**src/design/iwds_pkg.sv**
```systemverilog
// Package with instruction fields, opcodes and sequencing constants for the decoder
package iwds_pkg;
    localparam int IWDS_WORD_W = 14;
    localparam int IWDS_FADDR_W = 7;
    localparam int IWDS_PC_W = 13;
    localparam int IWDS_PHASES = 4;
    localparam int IWDS_LIT8_W = 8;
    localparam int IWDS_LIT11_W = 11;
    // Special file addresses
    localparam logic [6:0] IWDS_ADDR_TIMER = 7'h01;
    localparam logic [6:0] IWDS_ADDR_PORTA = 7'h05;
    localparam logic [6:0] IWDS_ADDR_PORTB = 7'h06;
    localparam logic [6:0] IWDS_ADDR_PORTC = 7'h07;
    localparam logic [12:0] IWDS_PC_RST = 13'h0000;
    localparam logic [7:0] IWDS_ACC_RST = 8'h00;
    // Byte-op function codes (word bits 11:8)
    localparam logic [3:0] IWDS_F_MOVWF = 4'h0;
    localparam logic [3:0] IWDS_F_CLR = 4'h1;
    localparam logic [3:0] IWDS_F_SUB = 4'h2;
    localparam logic [3:0] IWDS_F_DEC = 4'h3;
    localparam logic [3:0] IWDS_F_IOR = 4'h4;
    localparam logic [3:0] IWDS_F_AND = 4'h5;
    localparam logic [3:0] IWDS_F_XOR = 4'h6;
    localparam logic [3:0] IWDS_F_ADD = 4'h7;
    localparam logic [3:0] IWDS_F_MOV = 4'h8;
    localparam logic [3:0] IWDS_F_COM = 4'h9;
    localparam logic [3:0] IWDS_F_INC = 4'ha;
    localparam logic [3:0] IWDS_F_DECSZ = 4'hb;
    localparam logic [3:0] IWDS_F_RRF = 4'hc;
    localparam logic [3:0] IWDS_F_RLF = 4'hd;
    localparam logic [3:0] IWDS_F_SWAP = 4'he;
    localparam logic [3:0] IWDS_F_INCSZ = 4'hf;
    // Control words
    localparam logic [13:0] IWDS_W_RETURN = 14'h0008;
    localparam logic [13:0] IWDS_W_RETFIE = 14'h0009;
    localparam logic [13:0] IWDS_W_SLEEP = 14'h0063;
    localparam logic [13:0] IWDS_W_CLRWDT = 14'h0064;

    typedef enum logic [1:0] {
        IWDS_CLS_BYTE = 2'b00,
        IWDS_CLS_BIT = 2'b01,
        IWDS_CLS_LIT = 2'b10
    } iwds_class_t;

    typedef enum logic [1:0] {
        IWDS_ST_EXEC = 2'b00,
        IWDS_ST_FLUSH = 2'b01
    } iwds_state_t;
endpackage

```
**src/design/iwds_field_if.sv**
```systemverilog
// Interface carrying the decoded fields from the field decoder to the sequencer
`timescale 1ns/1ps
interface iwds_field_if;
    import iwds_pkg::*;
    iwds_class_t cls;
    logic [3:0] func;
    logic dest;
    logic [6:0] faddr;
    logic [2:0] bitsel;
    logic [1:0] bitop;
    logic [7:0] lit8;
    logic [10:0] lit11;
    modport dec (output cls, func, dest, faddr, bitsel, bitop, lit8, lit11);
    modport seq (input cls, func, dest, faddr, bitsel, bitop, lit8, lit11);
endinterface

```
**src/design/iwds_field_dec.sv**
```systemverilog
// Combinational split of one instruction word into class and operand fields
`timescale 1ns/1ps
module iwds_field_dec
    import iwds_pkg::*;
(
    input wire logic [iwds_pkg::IWDS_WORD_W-1:0] word,
    iwds_field_if.dec fld
);
    import iwds_pkg::*;

    // Top two bits pick the class; 10 and 11 are both literal/control
    always_comb begin
        if (word[13:12] == 2'b00) begin
            fld.cls = IWDS_CLS_BYTE;
        end else if (word[13:12] == 2'b01) begin
            fld.cls = IWDS_CLS_BIT;
        end else begin
            fld.cls = IWDS_CLS_LIT;
        end
    end

    // Operand fields at fixed positions
    assign fld.func = word[11:8];
    assign fld.dest = word[7];
    assign fld.faddr = word[6:0];
    assign fld.bitsel = word[9:7];
    assign fld.bitop = word[11:10];
    assign fld.lit8 = word[7:0];
    assign fld.lit11 = word[10:0];
endmodule

```
**src/design/iwds_seq.sv**
```systemverilog
// Instruction decode and read-modify-write sequencer, top level
// Function
// - Accept 14-bit words split into opcode and operand fields.
// - Classify each word as byte, bit, or literal/control operation.
// - Destination bit 0 writes accumulator, 1 writes file register.
// - File address field spans 0x00 to 0x7F within the bank.
// - Bit field selects one bit of the addressed 8-bit register.
// - Literal is 8 bits for data, 11 bits for jump/call.
// - Don't-care bits never change the decoded result.
// - One instruction cycle is four oscillator periods.
// - One cycle per instruction; taken skip or branch adds a no-op cycle.
// - File operands are read, modified, then stored, even for clears.
// - Read of the change-detect port refreshes its compare state.
// - Port register reads return pin levels, not output latches.
// - Writing the first timer count clears an assigned prescaler.
`timescale 1ns/1ps
module iwds_seq
    import iwds_pkg::*;
(
    input wire logic mclk,
    input wire logic rst_n,
    input wire logic [iwds_pkg::IWDS_WORD_W-1:0] instr_word,
    input wire logic [7:0] file_rdata,
    input wire logic [7:0] port_pins,
    input wire logic prescaler_on_timer,
    input wire logic [12:0] stack_top,
    output logic [12:0] program_counter,
    output logic [1:0] phase,
    output logic [6:0] file_addr,
    output logic file_rd,
    output logic file_rd_port,
    output logic file_wr,
    output logic [7:0] file_wdata,
    output logic port_change_refresh,
    output logic prescaler_clr,
    output logic stack_push,
    output logic stack_pop,
    output logic [7:0] acc,
    output logic carry,
    output logic zero,
    output logic timeout_flag,
    output logic powerdown_flag,
    output logic wdt_clear,
    output logic discard,
    output logic [1:0] instr_class
);
    import iwds_pkg::*;

    iwds_field_if fld();
    iwds_field_dec u_dec (
        .word(instr_word),
        .fld(fld)
    );

    logic [1:0] phase_ff, nxt_phase;
    iwds_state_t state_ff, nxt_state;
    logic [12:0] pc_ff, nxt_pc;
    logic [7:0] acc_ff, nxt_acc;
    logic [7:0] rd_ff, nxt_rd;
    logic carry_ff, nxt_carry, zero_ff, nxt_zero;
    logic to_ff, nxt_to, pd_ff, nxt_pd;
    logic [7:0] pins_s1_ff, pins_s2_ff;

    // Pin levels pass two flops before use
    always_ff @(posedge mclk or negedge rst_n) begin
        if (!rst_n) begin
            pins_s1_ff <= 8'h00;
            pins_s2_ff <= 8'h00;
        end else begin
            pins_s1_ff <= port_pins;
            pins_s2_ff <= pins_s1_ff;
        end
    end

    logic is_port;
    logic [7:0] opnd, opnd_live;
    assign is_port = (fld.faddr == IWDS_ADDR_PORTA) || (fld.faddr == IWDS_ADDR_PORTB) ||
                     (fld.faddr == IWDS_ADDR_PORTC);
    // Port operands come from pins
    assign opnd_live = is_port ? pins_s2_ff : file_rdata;
    // Modify step works on the value latched at the read, not a later one
    assign opnd = rd_ff;

    logic exec;
    assign exec = (state_ff == IWDS_ST_EXEC);

    // Result computation for the current word
    logic [7:0] res, bmask;
    logic [8:0] sum;
    logic wr_f, wr_w, upd_z, upd_c, taken, c_out, reads_f, push, pop;
    logic [12:0] tgt;
    always_comb begin
        res = 8'h00;
        sum = 9'h000;
        wr_f = 1'b0;
        wr_w = 1'b0;
        upd_z = 1'b0;
        upd_c = 1'b0;
        c_out = carry_ff;
        taken = 1'b0;
        reads_f = 1'b0;
        push = 1'b0;
        pop = 1'b0;
        tgt = pc_ff + 13'h0001;
        bmask = 8'h01 << fld.bitsel;
        case (fld.cls)
            IWDS_CLS_BYTE: begin
                if (fld.func == IWDS_F_MOVWF && !fld.dest) begin
                    // Return words match exactly; other words here, bar sleep and watchdog clear, act as no-ops
                    if (instr_word[6:0] == IWDS_W_RETURN[6:0] ||
                        instr_word[6:0] == IWDS_W_RETFIE[6:0]) begin
                        taken = 1'b1;
                        pop = 1'b1;
                        tgt = stack_top;
                    end
                end else begin
                    reads_f = 1'b1;
                    sum = 9'h000;
                    case (fld.func)
                        IWDS_F_MOVWF: res = acc_ff;
                        IWDS_F_CLR: res = 8'h00;
                        IWDS_F_SUB: sum = {1'b0, opnd} + {1'b0, ~acc_ff} + 9'h001;
                        IWDS_F_DEC: res = opnd - 8'h01;
                        IWDS_F_IOR: res = opnd | acc_ff;
                        IWDS_F_AND: res = opnd & acc_ff;
                        IWDS_F_XOR: res = opnd ^ acc_ff;
                        IWDS_F_ADD: sum = {1'b0, opnd} + {1'b0, acc_ff};
                        IWDS_F_MOV: res = opnd;
                        IWDS_F_COM: res = ~opnd;
                        IWDS_F_INC: res = opnd + 8'h01;
                        IWDS_F_DECSZ: res = opnd - 8'h01;
                        IWDS_F_RRF: {res, c_out} = {carry_ff, opnd};
                        IWDS_F_RLF: {c_out, res} = {opnd, carry_ff};
                        IWDS_F_SWAP: res = {opnd[3:0], opnd[7:4]};
                        IWDS_F_INCSZ: res = opnd + 8'h01;
                        default: res = opnd;
                    endcase
                    if (fld.func == IWDS_F_ADD || fld.func == IWDS_F_SUB) begin
                        res = sum[7:0];
                        c_out = sum[8];
                        upd_c = 1'b1;
                    end
                    upd_c = upd_c || fld.func == IWDS_F_RRF || fld.func == IWDS_F_RLF;
                    upd_z = !(fld.func inside {IWDS_F_MOVWF, IWDS_F_DECSZ, IWDS_F_INCSZ,
                                               IWDS_F_RRF, IWDS_F_RLF, IWDS_F_SWAP});
                    // Destination select: 0 to accumulator, 1 back to the file
                    wr_f = fld.dest;
                    wr_w = !fld.dest;
                    if (fld.func == IWDS_F_DECSZ || fld.func == IWDS_F_INCSZ) begin
                        taken = (res == 8'h00);
                        tgt = pc_ff + 13'h0002;
                    end
                end
            end
            IWDS_CLS_BIT: begin
                reads_f = 1'b1;
                case (fld.bitop)
                    2'b00: begin
                        res = opnd & ~bmask;
                        wr_f = 1'b1;
                    end
                    2'b01: begin
                        res = opnd | bmask;
                        wr_f = 1'b1;
                    end
                    2'b10: taken = ((opnd & bmask) == 8'h00);
                    default: taken = ((opnd & bmask) != 8'h00);
                endcase
                if (taken) begin
                    tgt = pc_ff + 13'h0002;
                end
            end
            default: begin
                if (instr_word[13:12] == 2'b10) begin
                    taken = 1'b1;
                    push = !instr_word[11];
                    tgt = {pc_ff[12:11], fld.lit11};
                end else begin
                    wr_w = 1'b1;
                    case (instr_word[11:9])
                        3'b000, 3'b001: res = fld.lit8; // Bits 9:8 are don't-care
                        3'b010, 3'b011: begin
                            res = fld.lit8;
                            taken = 1'b1;
                            pop = 1'b1;
                            tgt = stack_top;
                        end
                        3'b100: begin
                            upd_z = 1'b1;
                            case (instr_word[8])
                                1'b0: res = fld.lit8 | acc_ff;
                                default: res = fld.lit8 & acc_ff;
                            endcase
                        end
                        3'b101: begin
                            upd_z = 1'b1;
                            res = fld.lit8 ^ acc_ff;
                            if (instr_word[8]) begin
                                wr_w = 1'b0;
                                upd_z = 1'b0;
                            end
                        end
                        3'b110: begin
                            sum = {1'b0, fld.lit8} + {1'b0, ~acc_ff} + 9'h001;
                            res = sum[7:0];
                            c_out = sum[8];
                            upd_c = 1'b1;
                            upd_z = 1'b1;
                        end
                        default: begin
                            sum = {1'b0, fld.lit8} + {1'b0, acc_ff};
                            res = sum[7:0];
                            c_out = sum[8];
                            upd_c = 1'b1;
                            upd_z = 1'b1;
                        end
                    endcase
                end
            end
        endcase
    end

    logic last_ph;
    assign last_ph = (phase_ff == 2'd3);
    logic is_sleep, is_clrwdt;
    assign is_sleep = (instr_word == IWDS_W_SLEEP);
    assign is_clrwdt = (instr_word == IWDS_W_CLRWDT);

    // Phase counter, skip state, PC, accumulator and status update
    always_comb begin
        nxt_phase = phase_ff + 2'd1;
        nxt_state = state_ff;
        nxt_pc = pc_ff;
        nxt_acc = acc_ff;
        nxt_rd = rd_ff;
        nxt_carry = carry_ff;
        nxt_zero = zero_ff;
        nxt_to = to_ff;
        nxt_pd = pd_ff;
        if (phase_ff == 2'd1) begin
            nxt_rd = opnd_live;
        end
        if (last_ph) begin
            if (exec) begin
                nxt_pc = taken ? tgt : pc_ff + 13'h0001;
                nxt_state = taken ? IWDS_ST_FLUSH : IWDS_ST_EXEC;
                if (wr_w) begin
                    nxt_acc = res;
                end
                if (upd_z) begin
                    nxt_zero = (res == 8'h00);
                end
                if (upd_c) begin
                    nxt_carry = c_out;
                end
                if (is_sleep) begin
                    nxt_to = 1'b1;
                    nxt_pd = 1'b0;
                end else if (is_clrwdt) begin
                    nxt_to = 1'b1;
                    nxt_pd = 1'b1;
                end
            end else begin
                // Flushed word: PC, accumulator and status flags hold; state returns to execute
                nxt_state = IWDS_ST_EXEC;
            end
        end
    end

    always_ff @(posedge mclk or negedge rst_n) begin
        if (!rst_n) begin
            phase_ff <= 2'd0;
            state_ff <= IWDS_ST_EXEC;
            pc_ff <= IWDS_PC_RST;
            acc_ff <= IWDS_ACC_RST;
            rd_ff <= 8'h00;
            carry_ff <= 1'b0;
            zero_ff <= 1'b0;
            to_ff <= 1'b1;
            pd_ff <= 1'b1;
        end else begin
            phase_ff <= nxt_phase;
            state_ff <= nxt_state;
            pc_ff <= nxt_pc;
            acc_ff <= nxt_acc;
            rd_ff <= nxt_rd;
            carry_ff <= nxt_carry;
            zero_ff <= nxt_zero;
            to_ff <= nxt_to;
            pd_ff <= nxt_pd;
        end
    end

    // Register file strobes: read in phase 1, write in phase 3
    assign file_addr = fld.faddr;
    assign file_rd = exec && reads_f && (phase_ff == 2'd1);
    assign file_rd_port = file_rd && is_port;
    assign port_change_refresh = file_rd && (fld.faddr == IWDS_ADDR_PORTB);
    assign file_wr = exec && wr_f && last_ph;
    assign file_wdata = res;
    assign prescaler_clr = file_wr && (fld.faddr == IWDS_ADDR_TIMER) && prescaler_on_timer;
    assign stack_push = exec && push && last_ph;
    assign stack_pop = exec && pop && last_ph;
    assign wdt_clear = exec && (is_sleep || is_clrwdt) && last_ph;
    assign discard = !exec;
    assign instr_class = fld.cls;
    assign program_counter = pc_ff;
    assign phase = phase_ff;
    assign acc = acc_ff;
    assign carry = carry_ff;
    assign zero = zero_ff;
    assign timeout_flag = to_ff;
    assign powerdown_flag = pd_ff;

    property p_phase_wrap;
        @(posedge mclk) disable iff (!rst_n) last_ph |=> phase_ff == 2'd0;
    endproperty
    a_phase_wrap: assert property (p_phase_wrap) else $error("phase not four long");

    property p_write_last;
        @(posedge mclk) disable iff (!rst_n) file_wr |-> phase_ff == 2'd3;
    endproperty
    a_write_last: assert property (p_write_last) else $error("write outside final phase");

    property p_read_first;
        @(posedge mclk) disable iff (!rst_n) file_wr |-> $past(file_rd, 2);
    endproperty
    a_read_first: assert property (p_read_first) else $error("write without prior read");

    property p_flush_quiet;
        @(posedge mclk) disable iff (!rst_n) discard |-> !file_wr && !stack_push && !stack_pop;
    endproperty
    a_flush_quiet: assert property (p_flush_quiet) else $error("flushed word had effect");

    property p_taken_flush;
        @(posedge mclk) disable iff (!rst_n) exec && last_ph && taken |=> discard [*4];
    endproperty
    a_taken_flush: assert property (p_taken_flush) else $error("no no-op cycle");

    property p_prescaler;
        @(posedge mclk) disable iff (!rst_n)
            prescaler_clr |-> file_addr == IWDS_ADDR_TIMER && file_wr;
    endproperty
    a_prescaler: assert property (p_prescaler) else $error("bad prescaler clear");

    property p_sleep_flags;
        @(posedge mclk) disable iff (!rst_n)
            exec && last_ph && is_sleep |=> !powerdown_flag && timeout_flag;
    endproperty
    a_sleep_flags: assert property (p_sleep_flags) else $error("sleep flags wrong");

    property p_dest_acc;
        @(posedge mclk) disable iff (!rst_n)
            exec && last_ph && fld.cls == IWDS_CLS_BYTE && !fld.dest && reads_f
            |-> !file_wr;
    endproperty
    a_dest_acc: assert property (p_dest_acc) else $error("d=0 wrote file");

    property p_refresh;
        @(posedge mclk) disable iff (!rst_n) port_change_refresh |-> file_rd_port;
    endproperty
    a_refresh: assert property (p_refresh) else $error("refresh without port read");

    c_skip: cover property (@(posedge mclk) exec && last_ph && taken);
    c_port_rmw: cover property (@(posedge mclk) file_rd_port ##2 file_wr);
    c_timer_wr: cover property (@(posedge mclk) prescaler_clr);
endmodule

```
**config.mk**
```make
export PLATFORM = sky130hd
export DESIGN_NAME = iwds_seq
export DESIGN_NICKNAME = d
export VERILOG_FILES = /design/src/design/iwds_pkg.sv /design/src/design/iwds_field_if.sv /design/src/design/iwds_field_dec.sv /design/src/design/iwds_seq.sv
export SDC_FILE = /design/constraint.sdc
export NUM_CORES = 1
export LEC_CHECK = 0
export ABC_AREA = 1
export BUFFER_PORTS_ARGS = -buffer_cell sky130_fd_sc_hd__buf_2
export CAP_MARGIN = 25
export CELL_PAD_IN_SITES_DETAIL_PLACEMENT = 0
export CELL_PAD_IN_SITES_GLOBAL_PLACEMENT = 1
export CORE_ASPECT_RATIO = 0.9
export CORE_MARGIN = 4
export CORE_UTILIZATION = 44
export DETAILED_ROUTE_END_ITERATION = 12
export HOLD_SLACK_MARGIN = 0.08
export PLACE_DENSITY = 0.95
export SKIP_LAST_GASP = 1
export SLEW_MARGIN = 40
export SYNTH_ARGS = -nofsm -noshare
export SYNTH_HDL_FRONTEND = slang
export SYNTH_HIERARCHICAL = 1
export SYNTH_SLANG_ARGS = --single-unit
```
**constraint.sdc**
```tcl
create_clock -name mclk -period 7.8 [get_ports mclk]
set_input_delay 0 -clock mclk [delete_from_list [all_inputs] [get_ports mclk]]
set_output_delay 0 -clock mclk [all_outputs]
set_load 0.005 [all_outputs]
```
==> impl_metrics.csv <==
group,metric,value,unit
place,gp_congestion,1.03,
synthesis,ys_warn_count,6,
final_layout,fin_nets,1309,
final_layout,drive_gt1_share,12.3,%
clock_network,root_buffer,"clkbuf_16",
floorplan,die_area,17900,um2
sta,final_hold_viol_count,0,
worst_setup_path,start_kind,"flop",
worst_setup_path,r2r-start,"opnd[2]",
drt,postRouteAntennaNets,0,
sta,rsz0062_at_grt,"false",
worst_setup_path,cp_data_arrival_time,3830,ps
floorplan,ioPinCount,99,
final_layout,n_antenna_cell,0,
clock_network,clk_path_buf_depth,2,
synthesis,synth_edf_count,0,
clock_network,post_cts_buffers,0,
place,place_area,7350,um2
power,peakVddDrop,106,uV
drt,drc,0,
power,leakagePower,3.96,nW
synthesis,synth_area_leaders,"dfrtp_1, nand2_1, ha_1, inv_1, nand3_1",
clock_network,cts_hold_buffers,15,
min_path,hp-class,"in2reg",
global_route,grt_pass1_wl,40800,um
worst_setup_path,slowest_stage,"dfrtp_1",
global_route,gr-total-overflow,0,
synthesis,yosysTopAreaCell,"dfrtp_1",
worst_setup_path,worst_setup_path_end_kind,"flop",
worst_setup_path,path_class,"reg2reg",
clock_network,clk_pin_slew,80,ps
final_layout,area_growth_syn_to_layout,9.84,%
drt,drtIter0Drc,1157,
sta,tightest_slew,841,ps
global_route,grt_use_total,28.5,%
drt,via_count,8119,
floorplan,die_w,141,um
floorplan,fp.dieH,127,um
synthesis,async_flop_share,100,%
worst_setup_path,crit_path_start,"opnd[2]",
global_route,grt_max_degree,52,
sta,min_period_over_period,46.5,%
sta,finalSetupViolCount,0,
worst_setup_path,required,8000,ps
synthesis,avgSynthCellArea,6.09,um2
synthesis,synth-seq-cells,51,
worst_setup_path,cp_common_cell,"nand2_1",
clock_network,cts.sinks,51,
sta,setup_tns,0,ps
global_route,grt_pass1_vias,7216,
sta,final.min_clock_period,3630,ps
drt,wirelength,26100,um
synthesis,post_synth_num_cell_types,48,
sta,max_clock_freq,0.275,GHz
clock_network,h-tree-depth,2,
clock_network,cts_buffers,5,
synthesis,synth_nets,1247,
worst_setup_path,cp_cell_sequence,"inv_1, ha_1, inv_1, a21oi_1, nand2_1, nand2_1, nand2_1, a21oi_1, a21oi_1, o21ai_0, o21ai_0, nor2_1, nand3_2, nand2_4, nand2_4, nand2_1, nand2_1, nand2_1, nand2_1",
min_path,hold_start,"instr_word[12]",
sta,slew-limit-headroom,43.9,%
clock_network,cts_resized,0,
floorplan,row_count,43,
sta,slew_violations,0,
power,power_density,177,nW/um2
floorplan,fp.coreArea,15500,um2
synthesis,yosysSeqAreaShare,18.3,%
synthesis,synthFlopType,"dfrtp_1",
global_route,antenna_found_initial,0,
synthesis,netlist_area,6970,um2
drt,via_per_inst,5.76,
worst_setup_path,critPathMaxFanout,14,
place,port_buffers,97,
floorplan,start_util,45.0,%
drt,wire_per_inst,18.5,um
sta,clock_skew,7.77,ps
synthesis,synth_top_cell_area_share,18.0,%
power,total_power,0.00135,W
worst_setup_path,max_stage_delay,650,ps
status,status,"complete, no violations",
run,drv_cap,0,
place,dp_hpwl,19900,um
final_layout,final_area,7660,um2
synthesis,syn_inst,1144,
clock_network,cts_tree,"done",
clock_network,insertion_delay,310,ps
drt,dr.pass1.iters,6,
## worst max-delay path: cells and delay by family, from the launching register on
kind | cells | cell delay (ps)
AND/OR/NAND/NOR | 11 | 1290
AO/OA/AOI/OAI | 5 | 640
adder cells (fa/ha/maj) | 1 | 520
buffers and inverters | 2 | 410
flip-flops | 1 | 650
## Yosys cell counts (all sizes together), types with 18 or more instances
master and instances:
nand2 310, xor2 18, o22ai 19, o21ai 98, inv 153, nand3 96
nor3 21, nor2 121, ha 53, a21oi 45, buf 45, dfrtp 50
## kinds of logic (layout without fill, tap and decap cells)
group / after synthesis / after routing / share of synthesized area (%)
other: 1 / 1 / 0.0538
AO/OA/AOI/OAI: 223 / 223 / 19.0
AND/OR/NAND/NOR: 574 / 574 / 35.3
adder cells (fa/ha/maj): 57 / 57 / 10.7
XOR/XNOR: 21 / 21 / 2.64
buffers and inverters: 217 / 280 / 14.0
flip-flops: 51 / 51 / 18.3
## sequential cells by signal (all words and copies together), names as in the netlist
| name | cells |
|---|---|
| zero | 1 |
| carry | 1 |
| powerdown_flag | 1 |
| acc | 8 |
| pins_s2_ff | 8 |
| opnd | 8 |
| state_ff | 1 |
| pins_s1_ff | 8 |
| program_counter | 13 |
| phase | 2 |
## report_power, final
| part | internal (W) | total (W) | switching (W) |
|---|---|---|---|
| combinational | 0.000252 | 0.000724 | 0.000472 |
| sequential | 0.000305 | 0.000388 | 0.0000824 |
| clock | 0.000123 | 0.000242 | 0.000119 |
## final cells by class
type / count / area, um2
inverter: 157 / 589
fill: 1665 / 7840
multi-input combinational: 876 / 4730
timing repair buffer: 115 / 658
clock buffer: 5 / 125
tap: 202 / 253
clock inverter: 3 / 27.5
sequential: 51 / 1280
## cells in the final DEF, fill, tap and decap left out, types with 2 or more instances in the layout
master           n
nand3_1         92
a31oi_1          6
ha_1            53
a21oi_1         44
a221oi_1         9
buf_4            3
o41ai_1          2
nand2_4          4
inv_1          145
clkbuf_16        5
nand3_2          4
xor2_1          18
nor2_4           2
o211ai_1        14
nor3_1          21
nand2_1        299
nor2_1         113
nor2_2           6
clkinv_1         4
dlygate4sd3_1   15
or2_2            7
nand2_2          7
dfrtp_1         50
fa_1             4
nor4_1           5
o2111ai_1        4
inv_2            8
buf_2           97
o21ai_0         92
o221ai_1        10
nand3b_1         3
a211oi_1         7
nand4_1         10
xnor2_1          3
o21ai_1          6
o22ai_1         19
a21o_1           2
## metal layers
layer	GRT usage, %	routed length (um)	vias to the layer above
met3	4.04	2690	49
met1	43.1	11700	3699
met4	7.35	548	0
met2	42.3	11200	499
met5	0	0	-
li1	-	-	3872
## per-stage QoR
step / instances / util, % / setup slack (ps) / hold slack [ps]
after floorplan: 1144 / - / 5130 / -296
after global placement: 1386 / 47.4 / 4290 / 108
after detailed placement: 1386 / 47.5 / 4340 / 109
after CTS: 1409 / 49.4 / 4300 / 126
after global routing: 1409 / 49.4 / 3890 / 137
final: 1409 / 49.4 / 4170 / 133
## worst paths after layout
kind / to / slack, ps / depth (start not counted)
max: program_counter[0] / 4170 / 19
min: powerdown_flag / 130 / 4
max reg2reg: program_counter[0] / 4170 / 19
min reg2reg: pins_s2_ff[4] / 350 / 0
max in group asynchronous: program_counter[12] / 6920 / 3
min in group asynchronous: acc[6] / 390 / 3
Power figures use the tool's default switching activity.
